<file path="config.mk">
export PLATFORM = sky130hd
export DESIGN_NAME = pulse_period_width_timer
export DESIGN_NICKNAME = d
export VERILOG_FILES = /design/src/verilog/input_sync_edge.v /design/src/verilog/pulse_period_width_timer.v
export VERILOG_INCLUDE_DIRS = /design/src /design/src/verilog
export SDC_FILE = /design/constraint.sdc
export NUM_CORES = 1
export LEC_CHECK = 0
export ABC_AREA = 1
export BUFFER_PORTS_ARGS = -buffer_cell sky130_fd_sc_hd__buf_2
export CORE_MARGIN = 4
export CORE_UTILIZATION = 45
export DETAILED_ROUTE_END_ITERATION = 7
export GPL_ROUTABILITY_DRIVEN = 0
export HOLD_SLACK_MARGIN = 0.06
export PLACE_DENSITY = 0.7
export SLEW_MARGIN = 20
export SYNTH_ARGS = -nofsm -noshare
export SYNTH_HDL_FRONTEND = slang
export SYNTH_SLANG_ARGS = --single-unit
export TNS_END_PERCENT = 5
</file>
<file path="constraint.sdc">
create_clock -name ref_clk -period 1.93 [get_ports ref_clk]
set_input_delay 0.2895 -clock ref_clk [delete_from_list [all_inputs] [get_ports ref_clk]]
set_output_delay 0.2895 -clock ref_clk [all_outputs]
set_load 0.05 [all_outputs]
</file>
<file path="src/verilog/pulse_timer_map.vh">
// register map, field positions, reset values and divider masks of the pulse measure timer
`ifndef PULSE_TIMER_MAP_VH
`define PULSE_TIMER_MAP_VH

// byte addresses on the register bus (word aligned)
`define MODE_REG_ADDR      5'h00
`define START_REG_ADDR     5'h04
`define RESULT_REG_ADDR    5'h08
`define IRQ_REQ_REG_ADDR   5'h0c
`define COUNTER_REG_ADDR   5'h10

// mode register fields
`define MEAS_MODE_LSB      2
`define MEAS_MODE_MSB      3
`define OVF_FLAG_BIT       5
`define COUNT_SRC_LSB      6
`define COUNT_SRC_MSB      7

// start and interrupt request registers use bit 0
`define START_BIT          0
`define IRQ_REQ_BIT        0

// measurement mode encodings
`define MEAS_FALL_PERIOD   2'h0
`define MEAS_RISE_PERIOD   2'h1
`define MEAS_BOTH_WIDTH    2'h2
`define MEAS_NONE          2'h3

// count source encodings
`define SRC_DIV_TWO        2'h0
`define SRC_DIV_SIXTEEN    2'h1
`define SRC_DIV_SIXTYFOUR  2'h2
`define SRC_DIV_FIVETWELVE 2'h3

// prescaler masks: a tick fires when the masked prescaler bits are all ones
`define PRESC_WIDTH        9
`define MASK_DIV_TWO       9'h001
`define MASK_DIV_SIXTEEN   9'h00f
`define MASK_DIV_SIXTYFOUR 9'h03f
`define MASK_DIV_FIVETWELVE 9'h1ff

// reset values
`define MODE_RESET         8'h00
`define COUNTER_RESET      16'h0000
`define RESULT_RESET       16'h0000
`define COUNTER_ALL_ONES   16'hffff

`endif

</file>
<file path="src/verilog/input_sync_edge.v">
// two-stage synchroniser and tick-sampled edge detector for the measured pulse input
`timescale 1ns/1ps

module input_sync_edge (
  input  wire ref_clk,
  input  wire rst_n,
  input  wire pin_level,
  input  wire sample_en,
  output wire rise,
  output wire fall
);

  reg sync_first;
  reg sync_second;
  reg tick_level;

  ////////////////////////////////////////////////////////////////////////////////
  // the first stage feeds only the second stage, to settle metastability
  always @(posedge ref_clk or negedge rst_n) begin
    if (!rst_n) begin
      sync_first  <= 1'b0;
      sync_second <= 1'b0;
    end else begin
      sync_first  <= pin_level;
      sync_second <= sync_first;
    end
  end

  // sample once per count source tick, so edges live in the count clock's time base
  always @(posedge ref_clk or negedge rst_n) begin
    if (!rst_n) begin
      tick_level <= 1'b0;
    end else if (sample_en) begin
      tick_level <= sync_second;
    end
  end

  ////////////////////////////////////////////////////////////////////////////////
  // compare consecutive tick samples
  assign rise = sample_en & sync_second & ~tick_level;
  assign fall = sample_en & ~sync_second & tick_level;

endmodule // input_sync_edge

</file>
<file path="src/verilog/pulse_period_width_timer.v">
// pulse period / pulse width measurement timer channel with an Avalon-MM register slave
`timescale 1ns/1ps
`include "pulse_timer_map.vh"

module pulse_period_width_timer (
  input  wire        ref_clk,
  input  wire        rst_n,
  input  wire [4:0]  avs_address,
  input  wire        avs_read,
  input  wire        avs_write,
  input  wire [31:0] avs_writedata,
  input  wire [3:0]  avs_byteenable,
  output reg  [31:0] avs_readdata,
  output reg         avs_waitrequest,
  input  wire        measure_pulse_input,
  input  wire        irq_accept,
  output reg         irq_req
);

  ////////////////////////////////////////////////////////////////////////////////
  // state
  reg  [7:0]                mode_ctl;        // mode field, source field; bit 5 unused here
  reg                       count_start;
  reg                       overflow_flag;
  reg                       ovf_clear_pending;
  reg                       first_edge_seen;
  reg  [15:0]               counter;
  reg  [15:0]               result;
  reg  [`PRESC_WIDTH-1:0]   prescaler;
  reg                       next_irq_req;
  reg  [31:0]               next_readdata;
  reg  [`PRESC_WIDTH-1:0]   tick_mask;
  reg                       valid_edge;

  wire                      bus_req;
  wire                      bus_go;
  wire                      wr_go;
  wire                      rd_go;
  wire                      wr_low_byte;
  wire                      mode_wr;
  wire                      start_wr;
  wire                      irq_wr;
  wire [1:0]                meas_mode;
  wire [1:0]                count_src;
  wire [1:0]                new_meas_mode;
  wire                      tick;
  wire                      run_tick;
  wire                      pulse_rise;
  wire                      pulse_fall;
  wire                      wrap;
  wire                      edge_irq;
  wire                      mode_change_irq;

  assign meas_mode     = mode_ctl[`MEAS_MODE_MSB:`MEAS_MODE_LSB];
  assign count_src     = mode_ctl[`COUNT_SRC_MSB:`COUNT_SRC_LSB];
  assign new_meas_mode = avs_writedata[`MEAS_MODE_MSB:`MEAS_MODE_LSB];

  ////////////////////////////////////////////////////////////////////////////////
  // bus handshake: one wait state, the access takes effect at the edge where
  // waitrequest is seen low, and the read data stand at that same edge
  assign bus_req     = avs_read | avs_write;
  assign bus_go      = bus_req & ~avs_waitrequest;
  assign wr_go       = avs_write & ~avs_waitrequest;
  assign rd_go       = avs_read & ~avs_waitrequest;
  assign wr_low_byte = wr_go & avs_byteenable[0];
  assign mode_wr     = wr_low_byte & (avs_address == `MODE_REG_ADDR);
  assign start_wr    = wr_low_byte & (avs_address == `START_REG_ADDR);
  assign irq_wr      = wr_low_byte & (avs_address == `IRQ_REQ_REG_ADDR);

  // waitrequest drops for exactly one cycle per access, then rises again
  always @(posedge ref_clk or negedge rst_n) begin
    if (!rst_n) begin
      avs_waitrequest <= 1'b1;
    end else if (bus_go) begin
      avs_waitrequest <= 1'b1;
    end else if (bus_req) begin
      avs_waitrequest <= 1'b0;
    end else begin
      avs_waitrequest <= 1'b1;
    end
  end

  // read mux; unmapped addresses read as zero
  always @* begin
    next_readdata = 32'h0000_0000;
    case (avs_address)
      `MODE_REG_ADDR: begin
        next_readdata[7:0]           = mode_ctl;
        next_readdata[`OVF_FLAG_BIT] = overflow_flag;
      end
      `START_REG_ADDR: begin
        next_readdata[`START_BIT] = count_start;
      end
      `RESULT_REG_ADDR: begin
        next_readdata[15:0] = result;
      end
      `IRQ_REQ_REG_ADDR: begin
        next_readdata[`IRQ_REQ_BIT] = irq_req;
      end
      `COUNTER_REG_ADDR: begin
        next_readdata[15:0] = counter;
      end
      default: begin
        next_readdata = 32'h0000_0000;
      end
    endcase
  end

  // load the read data while waitrequest is still high, so they are stable when it drops
  always @(posedge ref_clk or negedge rst_n) begin
    if (!rst_n) begin
      avs_readdata <= 32'h0000_0000;
    end else if (avs_read & avs_waitrequest) begin
      avs_readdata <= next_readdata;
    end
  end

  ////////////////////////////////////////////////////////////////////////////////
  // software registers; writes to the result register fall through and are ignored
  always @(posedge ref_clk or negedge rst_n) begin
    if (!rst_n) begin
      mode_ctl    <= `MODE_RESET;
      count_start <= 1'b0;
    end else begin
      if (mode_wr) begin
        // overflow flag position is not stored, so the written bit 5 cannot set or clear it
        mode_ctl <= avs_writedata[7:0] & 8'hdf;
      end
      if (start_wr) begin
        count_start <= avs_writedata[`START_BIT];
      end
    end
  end

  ////////////////////////////////////////////////////////////////////////////////
  // free running prescaler off the main clock; a selected tap gives the count source
  always @* begin
    case (count_src)
      `SRC_DIV_TWO:        tick_mask = `MASK_DIV_TWO;
      `SRC_DIV_SIXTEEN:    tick_mask = `MASK_DIV_SIXTEEN;
      `SRC_DIV_SIXTYFOUR:  tick_mask = `MASK_DIV_SIXTYFOUR;
      `SRC_DIV_FIVETWELVE: tick_mask = `MASK_DIV_FIVETWELVE;
      default:             tick_mask = `MASK_DIV_TWO;
    endcase
  end

  always @(posedge ref_clk or negedge rst_n) begin
    if (!rst_n) begin
      prescaler <= {`PRESC_WIDTH{1'b0}};
    end else begin
      prescaler <= prescaler + {{(`PRESC_WIDTH-1){1'b0}}, 1'b1};
    end
  end

  // a source change mid-count can shorten one tick period; acceptable for a free divider
  assign tick     = ((prescaler & tick_mask) == tick_mask);
  assign run_tick = tick & count_start;

  ////////////////////////////////////////////////////////////////////////////////
  // measured input, synchronised and sampled once per count tick
  input_sync_edge u_input_sync_edge (
    .ref_clk   (ref_clk),
    .rst_n     (rst_n),
    .pin_level (measure_pulse_input),
    .sample_en (tick),
    .rise      (pulse_rise),
    .fall      (pulse_fall)
  );

  // pick the valid edges for the selected measurement
  always @* begin
    case (meas_mode)
      `MEAS_FALL_PERIOD: valid_edge = pulse_fall;
      `MEAS_RISE_PERIOD: valid_edge = pulse_rise;
      `MEAS_BOTH_WIDTH:  valid_edge = pulse_rise | pulse_fall;
      `MEAS_NONE:        valid_edge = 1'b0;
      default:           valid_edge = 1'b0;
    endcase
  end

  ////////////////////////////////////////////////////////////////////////////////
  // counter, result capture and first-edge tracking
  // the counter is deliberately not cleared at start; it resumes from wherever it was
  assign wrap = run_tick & ~valid_edge & (counter == `COUNTER_ALL_ONES);

  always @(posedge ref_clk or negedge rst_n) begin
    if (!rst_n) begin
      counter         <= `COUNTER_RESET;
      result          <= `RESULT_RESET;
      first_edge_seen <= 1'b0;
    end else begin
      if (!count_start) begin
        first_edge_seen <= 1'b0;
      end else if (run_tick & valid_edge) begin
        first_edge_seen <= 1'b1;
      end
      if (run_tick) begin
        if (valid_edge) begin
          result  <= counter;
          counter <= `COUNTER_RESET;
        end else begin
          counter <= counter + 16'h0001;
        end
      end
    end
  end

  ////////////////////////////////////////////////////////////////////////////////
  // overflow flag: set by a wrap, cleared at the tick after a mode write while started;
  // a wrap in the clearing tick wins so no overflow is lost
  always @(posedge ref_clk or negedge rst_n) begin
    if (!rst_n) begin
      overflow_flag     <= 1'b0;
      ovf_clear_pending <= 1'b0;
    end else begin
      if (wrap) begin
        overflow_flag <= 1'b1;
      end else if (run_tick & ovf_clear_pending) begin
        overflow_flag <= 1'b0;
      end
      if (mode_wr & count_start) begin
        ovf_clear_pending <= 1'b1;
      end else if (run_tick | ~count_start) begin
        ovf_clear_pending <= 1'b0;
      end
    end
  end

  ////////////////////////////////////////////////////////////////////////////////
  // interrupt request bit: hardware sets win over software clear and over acceptance
  assign edge_irq        = run_tick & valid_edge & first_edge_seen;
  assign mode_change_irq = mode_wr & count_start & (new_meas_mode != meas_mode);

  always @* begin
    next_irq_req = irq_req;
    if (irq_accept) begin
      next_irq_req = 1'b0;
    end
    if (irq_wr & ~avs_writedata[`IRQ_REQ_BIT]) begin
      next_irq_req = 1'b0;
    end
    if (edge_irq | wrap | mode_change_irq) begin
      next_irq_req = 1'b1;
    end
  end

  always @(posedge ref_clk or negedge rst_n) begin
    if (!rst_n) begin
      irq_req <= 1'b0;
    end else begin
      irq_req <= next_irq_req;
    end
  end

endmodule // pulse_period_width_timer

</file>
==> reports/metrics.csv <==
metric,value,unit
die_area,9690,um2
ys.flop_type,dfrtp_1,
netlist_instances,432,
postRouteAntennaNets,0,
dp_hpwl,5.36,mm
drive_gt1_share,21.7,%
cts_made_buffers,9,
htree_levels,3,
layout_commonest_cell,nand2_1,
crit_buf_inv,2,
p_per_area,821,nW/um2
vias,2874,
initial_core_util,46.9,%
max_stage_delay,0.45,ns
synth-async-reset-ratio,100,%
drt_wl_total,7.37,mm
cts_setup_buffers,0,
die_x,98.4,um
clkSinkCount,73,
cp.arrival,1.94,ns
setup_viol,0,
synth_edf_count,0,
yosys_warnings,0,
pwr-share-clk,39.8,%
fin_ws,0.231,ns
syn-mean-instance-area,8.52,um2
diodes,0,
die_h,98.4,um
drv_slew,0,
clock.fmax,0.589,GHz
worst_slew_pin_slew,0.511,ns
grt_pass1_wl,13.1,mm
mostFrequentLayoutCells,"nand2_1 (114), dfrtp_1 (72), nor2_1 (41)",
ys_types,40,
antenna_found_initial,0,
yosys_register_bits,73,
row_count,32,
cp-start-kind,flop,
core,7850,um2
cts_buffer_depth,2,
drc,0,
hold_path_class,input port to flop,
layout.nets,527,
p_int,0.00247,W
total_power,0.00341,W
seqPwrFrac,47.6,%
swShare,27.5,%
io_pins,81,
status,finished clean,
yosysSeqAreaShare,49.7,%
finalCritPeriodShare,88.0,%
fin_worst_skew,0.0103,ns
slew_headroom,65.6,%
combPwrFrac,12.6,%
finish.instance_area,4160,um2
maxCapViolations,0,
grt_pass1_vias,2803,
wl_per_cell,12.6,um
cp.required,2.17,ns
cts_resized,0,
path_clk_slew,0.08,ns
fin_crit,1.70,ns
grt_max_degree,74,
p_leak,2.06,nW
cpMaxStageDelayCell,dfrtp_1,
hold_viol,0,
worstPathCellList,inv_1 -> nand2_1 -> nand2_2 -> nand2_2 -> nor3_4 -> nand2_4 -> buf_4 -> nand2_1 -> o21ai_2,
grt_overflow,0,
clkLatencyLatePin,0.34,ns
track_usage,16.4,%
cts_tree,built,
ir_worst_vdd,314,uV
syn_area,3680,um2
worst_setup_path_end_kind,flop,
firstDrtPassIters,5,
place_area,3910,um2
syn_to_final_growth,12.9,%
p_sw,0.000940,W
cp_top_family,simple AND/OR/NAND/NOR gates,
rsz0062_at_grt,false,
io_buffers,36,
viasPerCell,4.91,
dp_slack,0.245,ns
critPathKind,flop to flop,
cts_root_buf,clkbuf_8,
timing.setup.tns,0,ns
first_iter_violations,162,
crit_fanout,24,
==> final timing paths <==
| kind | start | endpoint | slack (ns) | cells after the start |
|---|---|---|---|---|
| worst max register to register | mode_ctl[7]$_DFFE_PN0P_ | result[11]$_DFFE_PN0P_ | 0.23 | 9 |
| worst min-delay path | avs_read | avs_waitrequest$_DFF_PN1_ | 0.10 | 2 |
| max in group asynchronous | rst_n | avs_waitrequest$_DFF_PN1_ | 1.09 | 3 |
| min in group asynchronous | rst_n | prescaler[1]$_DFF_PN0_ | 0.48 | 3 |
| worst min register to register | u_input_sync_edge.sync_first$_DFF_PN0_ | u_input_sync_edge.sync_second$_DFF_PN0_ | 0.35 | 0 |
| worst max-delay path | mode_ctl[7]$_DFFE_PN0P_ | result[11]$_DFFE_PN0P_ | 0.23 | 9 |
==> final cells by class <==
| cell class | count | area, um2 |
|---|---|---|
| repair buffers | 45 | 265 |
| inverters | 41 | 159 |
| multi-input cells | 308 | 1550 |
| well taps | 102 | 128 |
| clock buffers | 11 | 151 |
| fillers | 741 | 3690 |
| flip-flops and latches | 73 | 1830 |
| clock inverters | 5 | 77.6 |
==> flip-flops by register name, indices dropped and copies added (netlist names) <==
signal	flops
u_input_sync_edge.sync_first	1
u_input_sync_edge.sync_second	1
counter	16
result	16
mode_ctl	7
irq_req	1
avs_readdata	16
overflow_flag	1
prescaler	9
count_start	1
first_edge_seen	1
avs_waitrequest	1
u_input_sync_edge.tick_level	1
ovf_clear_pending	1
==> metrics by stage <==
step | utilization [%] | hold slack (ns) | cells
2_1_floorplan | - | -0.00609 | 447
3_3_place_gp | 49.8 | 0.336 | 567
3_5_place_dp | 49.8 | 0.336 | 567
4_1_cts | 53.0 | 0.0962 | 585
5_1_grt | 53.0 | 0.123 | 585
6_report | 53.0 | 0.104 | 585
==> power groups by stage <==
stage	registers, W	logic [W]	clock network (W)
6_report	0.00162	0.000429	0.00136
5_1_grt	0.00163	0.000466	0.00146
3_5_place_dp	0.00166	0.000431	0
4_1_cts	0.00163	0.000434	0.00138
2_1_floorplan	0.00177	0.000208	0
3_3_place_gp	0.00165	0.000424	0
==> per-layer routing <==
metal  routed length, um  GRT usage, %  up-vias
met4                 147          7.35        0
met3                 415          2.26       12
met5                   0             0        -
met2                3410          25.3       79
met1                3390          23.2     1341
li1                    -             -     1442
==> Yosys cell counts, types with 2 or more instances <==
cell / count / share of area, %
clkbuf_1: 2 / 0.20
inv_1: 36 / 3.7
xnor2_1: 2 / 0.48
a21oi_1: 26 / 3.5
nor2_2: 5 / 0.85
nor3_1: 7 / 0.95
buf_4: 16 / 3.3
o21ai_2: 13 / 3.1
nand3_1: 16 / 2.2
nand3_2: 3 / 0.82
xor2_1: 8 / 1.9
nor2_1: 41 / 4.2
dfrtp_1: 72 / 49
o21ai_1: 4 / 0.54
buf_2: 2 / 0.27
nor2_4: 4 / 1.2
nand2_1: 114 / 12
nand2_2: 10 / 1.7
inv_2: 3 / 0.31
buf_6: 4 / 1.2
nand4_1: 4 / 0.68
o21ai_0: 21 / 2.9
ha_1: 2 / 0.68
==> what timing repair did <==
| action | CTS | global route |
|---|---|---|
| hold buffers | 2 | 0 |
| hold endpoints to repair | 73 | 0 |
| setup endpoints to repair | 0 | 0 |
==> kinds of logic after synthesis <==
logic type                 count (synthesis)  share of synthesized area [%]
and+or+nand+nor                          212                           26.4
DFF                                       73                           49.7
AOI/OAI and AO/OA                         68                           10.9
buffers and inverters                     66                           9.82
xor gates and xnor gates                  10                           2.38
adders and majority gates                  2                          0.680
other                                      1                          0.102
No activity file was read; power rests on OpenSTA's default activity.
